`config.mk`:
```
export PLATFORM = sky130hd
export DESIGN_NAME = trc_timer
export DESIGN_NICKNAME = d
export VERILOG_FILES = /design/src/logic/trc_pkg.sv /design/src/logic/trc_edge_sync.sv /design/src/logic/trc_prescale.sv /design/src/logic/trc_timer.sv
export VERILOG_INCLUDE_DIRS = /design/src /design/src/logic
export SDC_FILE = /design/constraint.sdc
export NUM_CORES = 1
export LEC_CHECK = 0
export BUFFER_PORTS_ARGS = -buffer_cell sky130_fd_sc_hd__buf_4
export CELL_PAD_IN_SITES_DETAIL_PLACEMENT = 0
export CELL_PAD_IN_SITES_GLOBAL_PLACEMENT = 1
export CORE_AREA = 2 2 100 141
export CTS_CLUSTER_SIZE = 24
export DETAILED_ROUTE_END_ITERATION = 10
export DIE_AREA = 0 0 102 143
export GPL_TIMING_DRIVEN = 1
export PLACE_DENSITY = 0.68
export SLEW_MARGIN = 10
export SYNTH_ARGS = -nofsm -noshare
export SYNTH_HDL_FRONTEND = slang
export SYNTH_SLANG_ARGS = --single-unit
export TNS_END_PERCENT = 50
```
`constraint.sdc`:
```
create_clock -name mclk -period 3.1 [get_ports mclk]
set_input_delay 0 -clock mclk [delete_from_list [all_inputs] [get_ports mclk]]
set_output_delay 0 -clock mclk [all_outputs]
set_load 0.03 [all_outputs]
```
`src/logic/trc_regs.svh`:
```
// register offsets, field positions, reset values and divider counts of the timer
`ifndef TRC_REGS_SVH
`define TRC_REGS_SVH

`define TRC_OFS_CTRL 5'h00
`define TRC_OFS_CSRC 5'h04
`define TRC_OFS_CNT_LO 5'h08
`define TRC_OFS_CNT_HI 5'h0C
`define TRC_OFS_RLD_LO 5'h10
`define TRC_OFS_RLD_HI 5'h14
`define TRC_OFS_IE 5'h18

`define TRC_CTL_OVF 7
`define TRC_CTL_EXT 6
`define TRC_CTL_RUN 1
`define TRC_CTL_EXEN 0

`define TRC_CTL_RST 6'h00
`define TRC_CSRC_RST 2'h0
`define TRC_CNT_RST 16'h0000
`define TRC_CNT_MAX 16'hFFFF

`define TRC_DIV_1 9'h001
`define TRC_DIV_8 9'h008
`define TRC_DIV_64 9'h040
`define TRC_DIV_256 9'h100

`endif

```
`src/logic/trc_pkg.sv`:
```
// shared types of the reload/capture timer
package trc_pkg;
  typedef enum logic [1:0] {
    mode_reload,
    mode_baud,
    mode_cap_rise,
    mode_cap_fall
  } trc_mode_t;
endpackage

```
`src/logic/trc_edge_sync.sv`:
```
// two-flop synchroniser with rising and falling edge pulses
`timescale 1ns/10ps
module trc_edge_sync (
  input wire logic mclk,
  input wire logic rst_n,
  input wire logic din,
  output logic rise,
  output logic fall
);
  logic meta_q;
  logic sync_q;
  logic prev_q;
  logic [2:0] arm_q;

  // edges held off until the flops have seen the pin, so reset gives no false edge
  always_ff @(posedge mclk or negedge rst_n) begin
    if (!rst_n) begin
      arm_q <= 3'h0;
    end else begin
      arm_q <= {arm_q[1:0], 1'b1};
    end
  end

  always_ff @(posedge mclk or negedge rst_n) begin
    if (!rst_n) begin
      meta_q <= 1'b0;
      sync_q <= 1'b0;
      prev_q <= 1'b0;
    end else begin
      meta_q <= din;
      sync_q <= meta_q;
      prev_q <= sync_q;
    end
  end

  assign rise = arm_q[2] & sync_q & ~prev_q;
  assign fall = arm_q[2] & ~sync_q & prev_q;
endmodule

```
`src/logic/trc_prescale.sv`:
```
// count clock prescaler: one tick every 1, 8, 64 or 256 system clocks
`timescale 1ns/10ps
`include "trc_regs.svh"
module trc_prescale #(
  parameter int CNT_W = 8
) (
  input wire logic mclk,
  input wire logic rst_n,
  input wire logic run,
  input wire logic [1:0] sel,
  output logic tick
);
  logic [CNT_W-1:0] div_q;
  logic [8:0] lim;

  if (CNT_W < 8) begin : g_chk
    $error("prescaler counter too narrow for divide by 256");
  end

  always_comb begin
    unique case (sel)
      2'h0: lim = `TRC_DIV_1 - 9'h001;
      2'h1: lim = `TRC_DIV_8 - 9'h001;
      2'h2: lim = `TRC_DIV_64 - 9'h001;
      2'h3: lim = `TRC_DIV_256 - 9'h001;
    endcase
  end

  assign tick = run & (9'(div_q) >= lim);

  always_ff @(posedge mclk or negedge rst_n) begin
    if (!rst_n) begin
      div_q <= '0;
    end else if (!run || tick) begin
      div_q <= '0;
    end else begin
      div_q <= div_q + 1'b1;
    end
  end
endmodule

```
`src/logic/trc_timer.sv`:
```
// 16-bit reload/capture timer with prescaler and Avalon-MM register slave
// Operation
// - reload mode wrap sets overflow, reloads count
// - reload mode: overflow or edge reloads, flags
// - interrupt enable passes both flags to request
// - starting run keeps current count value
// - baud mode reloads on wrap, no interrupt
// - baud mode edge sets flag, no reload
// - baud rate from prescaled clock and reload
// - capture modes free run, wrap to zero
// - capture edge copies count, sets event flag
// - overflow flag hardware set, software clears
// - event flag only with trigger enable
// - prescale field divides by 1/8/64/256
// - mode field picks one of four modes
// - trigger enable off ignores all edges
// - source field picks pin, rc, receivers
// - capture config upper six bits read-only zero
// - count bytes reset zero, read/write
// - reload bytes reset zero, read/write
`timescale 1ns/10ps
`include "trc_regs.svh"
module trc_timer #(
  parameter int ADDR_W = 5
) (
  input wire logic mclk,
  input wire logic rst_n,
  input wire logic [ADDR_W-1:0] avs_address,
  input wire logic avs_read,
  input wire logic avs_write,
  input wire logic [31:0] avs_writedata,
  input wire logic [3:0] avs_byteenable,
  output logic [31:0] avs_readdata,
  output logic avs_waitrequest,
  input wire logic external_input_pin,
  input wire logic lirc_clock,
  input wire logic first_serial_receive_pin,
  input wire logic second_serial_receive_pin,
  output logic timer_irq,
  output logic baud_tick
);
  if (ADDR_W != 5) begin : g_chk
    $error("address width must be 5");
  end

  ////////////////////////////////////////////////////////////////////////////
  // bus slave

  logic ack_q;
  logic req;
  logic wr_go;
  logic [7:0] wd;
  logic [7:0] rd_mux;
  logic [31:0] rdata_q;

  assign req = avs_read | avs_write;
  assign avs_waitrequest = req & ~ack_q;
  assign wr_go = avs_write & ack_q & avs_byteenable[0];
  assign wd = avs_writedata[7:0];
  assign avs_readdata = rdata_q;

  // one wait state on every access
  always_ff @(posedge mclk or negedge rst_n) begin
    if (!rst_n) begin
      ack_q <= 1'b0;
    end else begin
      ack_q <= req & ~ack_q;
    end
  end

  logic wr_ctl;
  logic wr_csrc;
  logic wr_cnt_lo;
  logic wr_cnt_hi;
  logic wr_rld_lo;
  logic wr_rld_hi;
  logic wr_ie;

  assign wr_ctl = wr_go & (avs_address == `TRC_OFS_CTRL);
  assign wr_csrc = wr_go & (avs_address == `TRC_OFS_CSRC);
  assign wr_cnt_lo = wr_go & (avs_address == `TRC_OFS_CNT_LO);
  assign wr_cnt_hi = wr_go & (avs_address == `TRC_OFS_CNT_HI);
  assign wr_rld_lo = wr_go & (avs_address == `TRC_OFS_RLD_LO);
  assign wr_rld_hi = wr_go & (avs_address == `TRC_OFS_RLD_HI);
  assign wr_ie = wr_go & (avs_address == `TRC_OFS_IE);

  ////////////////////////////////////////////////////////////////////////////
  // registers

  logic [5:0] ctl_q;
  logic [1:0] csrc_q;
  logic ie_q;
  logic ovf_q;
  logic ext_q;
  logic [15:0] cnt_q;
  logic [15:0] rld_q;
  trc_pkg::trc_mode_t mode;
  logic run;
  logic exen;

  assign mode = trc_pkg::trc_mode_t'(ctl_q[3:2]);
  assign run = ctl_q[`TRC_CTL_RUN];
  assign exen = ctl_q[`TRC_CTL_EXEN];

  always_ff @(posedge mclk or negedge rst_n) begin
    if (!rst_n) begin
      ctl_q <= `TRC_CTL_RST;
    end else if (wr_ctl) begin
      ctl_q <= wd[5:0];
    end
  end

  always_ff @(posedge mclk or negedge rst_n) begin
    if (!rst_n) begin
      csrc_q <= `TRC_CSRC_RST;
    end else if (wr_csrc) begin
      csrc_q <= wd[1:0];
    end
  end

  always_ff @(posedge mclk or negedge rst_n) begin
    if (!rst_n) begin
      ie_q <= 1'b0;
    end else if (wr_ie) begin
      ie_q <= wd[0];
    end
  end

  always_comb begin
    unique case (avs_address)
      `TRC_OFS_CTRL: rd_mux = {ovf_q, ext_q, ctl_q};
      `TRC_OFS_CSRC: rd_mux = {6'h00, csrc_q};
      `TRC_OFS_CNT_LO: rd_mux = cnt_q[7:0];
      `TRC_OFS_CNT_HI: rd_mux = cnt_q[15:8];
      `TRC_OFS_RLD_LO: rd_mux = rld_q[7:0];
      `TRC_OFS_RLD_HI: rd_mux = rld_q[15:8];
      `TRC_OFS_IE: rd_mux = {7'h00, ie_q};
      default: rd_mux = 8'h00;
    endcase
  end

  // read data is caught on the first cycle of a request and held
  always_ff @(posedge mclk or negedge rst_n) begin
    if (!rst_n) begin
      rdata_q <= 32'h00000000;
    end else if (avs_read && !ack_q) begin
      rdata_q <= {24'h000000, rd_mux};
    end
  end

  ////////////////////////////////////////////////////////////////////////////
  // trigger sources and prescaler

  logic [3:0] src;
  logic [3:0] src_rise;
  logic [3:0] src_fall;
  logic sel_rise;
  logic sel_fall;
  logic trig_edge;
  logic ext_evt;
  logic tick;

  // index follows the source field: pin, rc clock, receiver 1, receiver 2
  assign src = {second_serial_receive_pin, first_serial_receive_pin,
                lirc_clock, external_input_pin};

  for (genvar i = 0; i < 4; i++) begin : g_src
    trc_edge_sync u_sync (
      .mclk(mclk),
      .rst_n(rst_n),
      .din(src[i]),
      .rise(src_rise[i]),
      .fall(src_fall[i])
    );
  end

  assign sel_rise = src_rise[csrc_q];
  assign sel_fall = src_fall[csrc_q];

  // reload and baud modes trigger on the falling edge
  always_comb begin
    unique case (mode)
      trc_pkg::mode_cap_rise: trig_edge = sel_rise;
      trc_pkg::mode_cap_fall: trig_edge = sel_fall;
      trc_pkg::mode_reload: trig_edge = sel_fall;
      trc_pkg::mode_baud: trig_edge = sel_fall;
    endcase
  end

  // every source acts in every mode once software also sets the trigger enable bit
  assign ext_evt = exen & trig_edge;

  trc_prescale #(
    .CNT_W(8)
  ) u_ps (
    .mclk(mclk),
    .rst_n(rst_n),
    .run(run),
    .sel(ctl_q[5:4]),
    .tick(tick)
  );

  ////////////////////////////////////////////////////////////////////////////
  // counter, capture and flags

  logic wrap;
  logic is_cap;
  logic hw_reload;
  logic cap_evt;
  logic ovf_set;
  logic cnt_wr;
  logic baud_q;

  assign wrap = tick & (cnt_q == `TRC_CNT_MAX);
  assign is_cap = (mode == trc_pkg::mode_cap_rise) | (mode == trc_pkg::mode_cap_fall);
  assign hw_reload = (wrap & ~is_cap)
                   | (ext_evt & (mode == trc_pkg::mode_reload));
  assign cap_evt = ext_evt & is_cap;
  assign ovf_set = wrap & (mode != trc_pkg::mode_baud);
  assign cnt_wr = wr_cnt_lo | wr_cnt_hi;

  // software byte writes take priority over counting
  always_ff @(posedge mclk or negedge rst_n) begin
    if (!rst_n) begin
      cnt_q <= `TRC_CNT_RST;
    end else if (wr_cnt_lo) begin
      cnt_q[7:0] <= wd;
    end else if (wr_cnt_hi) begin
      cnt_q[15:8] <= wd;
    end else if (hw_reload) begin
      cnt_q <= rld_q;
    end else if (tick) begin
      cnt_q <= cnt_q + 16'h0001;
    end
  end

  // a capture wins over a software write in the same cycle
  always_ff @(posedge mclk or negedge rst_n) begin
    if (!rst_n) begin
      rld_q <= `TRC_CNT_RST;
    end else if (cap_evt) begin
      rld_q <= cnt_q;
    end else if (wr_rld_lo) begin
      rld_q[7:0] <= wd;
    end else if (wr_rld_hi) begin
      rld_q[15:8] <= wd;
    end
  end

  // flags: writing 0 clears, writing 1 keeps, a set in the same cycle wins
  always_ff @(posedge mclk or negedge rst_n) begin
    if (!rst_n) begin
      ovf_q <= 1'b0;
    end else begin
      ovf_q <= ovf_set | (ovf_q & ~(wr_ctl & ~wd[`TRC_CTL_OVF]));
    end
  end

  always_ff @(posedge mclk or negedge rst_n) begin
    if (!rst_n) begin
      ext_q <= 1'b0;
    end else begin
      ext_q <= ext_evt | (ext_q & ~(wr_ctl & ~wd[`TRC_CTL_EXT]));
    end
  end

  // wrap pulse in baud mode is the 16x clock of the second serial port
  always_ff @(posedge mclk or negedge rst_n) begin
    if (!rst_n) begin
      baud_q <= 1'b0;
    end else begin
      baud_q <= wrap & (mode == trc_pkg::mode_baud);
    end
  end

  assign baud_tick = baud_q;
  assign timer_irq = ie_q & (ovf_q | ext_q);
endmodule

```
==> Flow_metrics.wiki <==
{| class="wikitable"
! Metric !! Value
|-
| Number of clock sinks || 76
|-
| Clock Tree Root || clkbuf_16
|-
| Highest-count cells in the layout ignoring fill and taps || dfrtp_1, nand2_1, buf_4
|-
| Area of the core || ~13,000 um2
|-
| Deepest level of the CTS H-tree || 3
|-
| Initial cell density of the core || 34.37%
|-
| Clock tree skew after final layout || 0.007551 ns
|-
| Register clock-pin slew on the reported worst setup and hold paths || about 0.06 ns
|-
| Count of flip-flops with a built-in enable after synthesis || 0
|-
| Kind of critical path || flip-flop to flip-flop
|-
| Most common library cell in the layout ignoring fill and taps || dfrtp_1
|-
| Unique masters post-synth || 62
|-
| Count of placed standard cells in the final layout, fillers left out || 703
|-
| Total iterations of the first detailed-routing run || 5
|-
| Total CTS buffers || 9
|-
| Time the worst path needs with I/O delays and setup || 2.724 ns
|-
| Average wire per standard cell || 17.03 um
|-
| Yosys synthesis warning count || 0
|-
| Busiest metal layer after global routing || met2
|-
| Class of the worst hold path || primary input to flip-flop
|-
| Number of setup buffers added after CTS || 0
|-
| Critical path fanouts, max || 6
|-
| Final setup violation count || 0
|-
| Met3 capacity usage during global routing || 3.622%
|-
| Post-Syn Instances || 477
|-
| Net total in the final layout || 574
|-
| TritonCTS clock tree || done
|-
| Routed via count divided by cell count || 5.213
|-
| Routability congestion estimate || 0.8115
|-
| Period utilisation layout || between 80 and 90%
|-
| Total global routing track utilization || ~18%
|-
| Total routed wirelength || 11,970 um
|-
| Setup repair after global routing missed its margin || false
|-
| Max Transition Viols Final || 0
|-
| Buffer and inverter count on the worst path || 1
|-
| Total congestion overflow after global routing || 0
|-
| Detailed Place HPWL || 8660 um
|-
| Highest clock rate || 367.2 MHz
|-
| Met2 Usage GRT || 30.68%
|-
| Filler instances || between 1,000 and 1,500
|-
| Min setup slack post-route || 0.3764 ns
|-
| Width of the chip || 102 um
|-
| Post-Place Cells || 672
|-
| Final hold vios || 0
|-
| Power Dens Cells || 574.7 nW/um2
|-
| Worst Setup Slack post-DPL || just under 0.4 ns
|-
| Number of antenna violations at the first check in global routing || 0
|-
| Number of antenna-violating nets in the routed design || 0
|-
| Pin count of the biggest net entering global routing || 77
|-
| Cell with the largest stage delay on the worst path || dfrtp_1
|-
| Final total power || 3.089 mW
|-
| Met1 Track Usage GR || 20.75%
|-
| Post-route DRC || 0
|-
| Register cell area after layout || roughly 1900 um2
|-
| Via Count || 3,665
|-
| Worst-margin pin slew || 0.9815 ns
|-
| Category of the worst setup path capture point || flip-flop
|-
| Worst EP arrival || ~3 ns
|-
| Main synth FF type || dfrtp_1
|-
| CTS Buffer Depth || 2
|-
| Max-cap violations || 0
|-
| Area of the mapped netlist || roughly 4600 um2
|-
| Share of synthesized registers carrying an async set or reset || 100.0%
|-
| Fraction of layout cells with a size suffix above 1 || 16.70%
|-
| Leakage || between 2 and 2.5 nW
|-
| Largest delay contributor family on the critical path || compound AO/OA/AOI/OAI gates
|-
| Average cell area after synthesis || 9.556 um2
|-
| Number of port buffers || 32
|-
| Sequential-to-total area share from yosys stat || 41.72%
|-
| Run status || finished clean
|-
| First-pass GRT wire length || 19,420 um
|-
| Die Outline Area || about 15,000 um2
|-
| Number of DRC violations after detailed-routing iteration 0 || roughly 180
|-
| Number of diodes || 0
|-
| Area of the multi-input gates || 2426 um2
|-
| Num ports || 84
|-
| Worst path required time || ~3.3 ns
|-
| Die H || roughly 140 um
|-
| Maximum vdd drop || 0.2784 mV
|-
| Highest cell delay on the worst timing path || 0.42 ns
|-
| Setup Total Neg Slack || 0 ns
|-
| Later-pin clock latency in the skew report || 0.35 ns
|-
| Crit path launch type || flip-flop
|-
| Critical-path cell list || nor2_2 -> inv_1 -> ha_1 -> nand2b_1 -> a221oi_2 -> o21ai_2 -> a22o_1 -> o21a_1 -> and3_1 -> a211o_1
|-
| Vias in the first global route || 3,674
|-
| Synthesis-stage register bit count || 76
|-
| Area grow syn2layout || 17.90%
|-
| Core Rows || 50
|-
| Worst-case headroom to the max-slew limit || 34.57%
|}
==> area by class of cell <==
| class | instances | share of cell area (%) |
|---|---|---|
| Clock buffer | 9 | 4.191 |
| Clock inverter | 7 | 2.305 |
| Inverter | 7 | 0.4889 |
| Multi-Input combinational cell | 368 | 45.15 |
| Sequential cell | 76 | 35.39 |
| Tap cell | 182 | 4.237 |
| Timing Repair Buffer | 54 | 8.242 |
==> cell usage after synthesis (all sizes together) (8+ instances only) <==
library cell  count  area, um2
ha                9      112.6
buf              39      257.8
nand2            56      212.7
dfrtp            76       1902
nor2             35      146.4
o21ai            51      270.3
a21oi            11      55.05
xor2             10      87.58
clkbuf           10      37.54
xnor2             8      70.07
mux2              9      101.4
nor3             11      70.07
mux2i            30      300.3
nand3            21      105.1
==> per-stage QoR <==
step	hold WS, ns	utilization [%]	cell area [um2]
floorplan	-0.2956	-	4644
global placement	0.1100	36.75	4875
detailed placement	0.1106	36.75	4875
CTS	0.1389	40.52	5374
global route	0.1801	40.52	5374
finish	0.1468	40.52	5374
==> final timing paths <==
kind                                             start                     end  slack [ns]  depth (start not counted)
max in group asynchronous                        rst_n                cnt_q[3]        2.10                          2
worst min register to register  g_src[3].u_sync.meta_q  g_src[3].u_sync.sync_q        0.35                          0
min in group asynchronous                        rst_n         avs_readdata[0]        0.35                          2
worst min-delay path                    avs_address[1]         avs_readdata[6]        0.15                          4
worst max-delay path                          ctl_q[5]               cnt_q[13]        0.38                         10
worst max register to register                ctl_q[5]               cnt_q[13]        0.38                         10
==> logic make-up after synthesis <==
family	count (synthesis)	synth area share (%)
buffers and inverters	56	7.055
other	2	0.1648
DFF	76	41.72
and+or+nand+nor	166	19.00
AOI/OAI and AO/OA	108	15.84
adders and majority gates	9	2.471
xor gates and xnor gates	18	3.459
muxes	42	10.29
==> layer usage <==
layer / wire length [um] / vias up / share of wire (%)
li1: - / 1742 / -
met1: 4804 / 1805 / 40
met2: 6420 / 103 / 54
met3: 542 / 15 / 4.5
met4: 202 / 0 / 1.7
met5: 0 / - / 0
==> worst min-delay path, stage by stage <==
cell	delay, ns
buf_4	0.10
nor3_1	0.05
nand2_1	0.19
o21ai_0	0.12
==> what timing repair did <==
item                                    4_1_cts  5_1_grt
endpoints found under the setup margin        0        0
gates resized for setup                       0        0
hold buffers                                 15        0
endpoints found under the hold margin       101        0
==> flip-flops by register name, indices dropped and copies added (netlist names) <==
| name | flops |
|---|---|
| ack_q | 1 |
| avs_readdata | 8 |
| baud_tick | 1 |
| cnt_q | 16 |
| csrc_q | 2 |
| ctl_q | 6 |
| ext_q | 1 |
| g_src.u_sync.arm_q | 3 |
| g_src.u_sync.meta_q | 4 |
| g_src.u_sync.prev_q | 4 |
| g_src.u_sync.sync_q | 4 |
| ie_q | 1 |
| ovf_q | 1 |
| rld_q | 16 |
| u_ps.div_q | 8 |
==> report_power, final <==
group	switching, mW	total [mW]	internal, mW
registers	0.205	1.31	1.11
logic	0.307	0.552	0.245
clock network	0.434	1.23	0.791
Note: power is estimated with default switching activity, not from simulation.
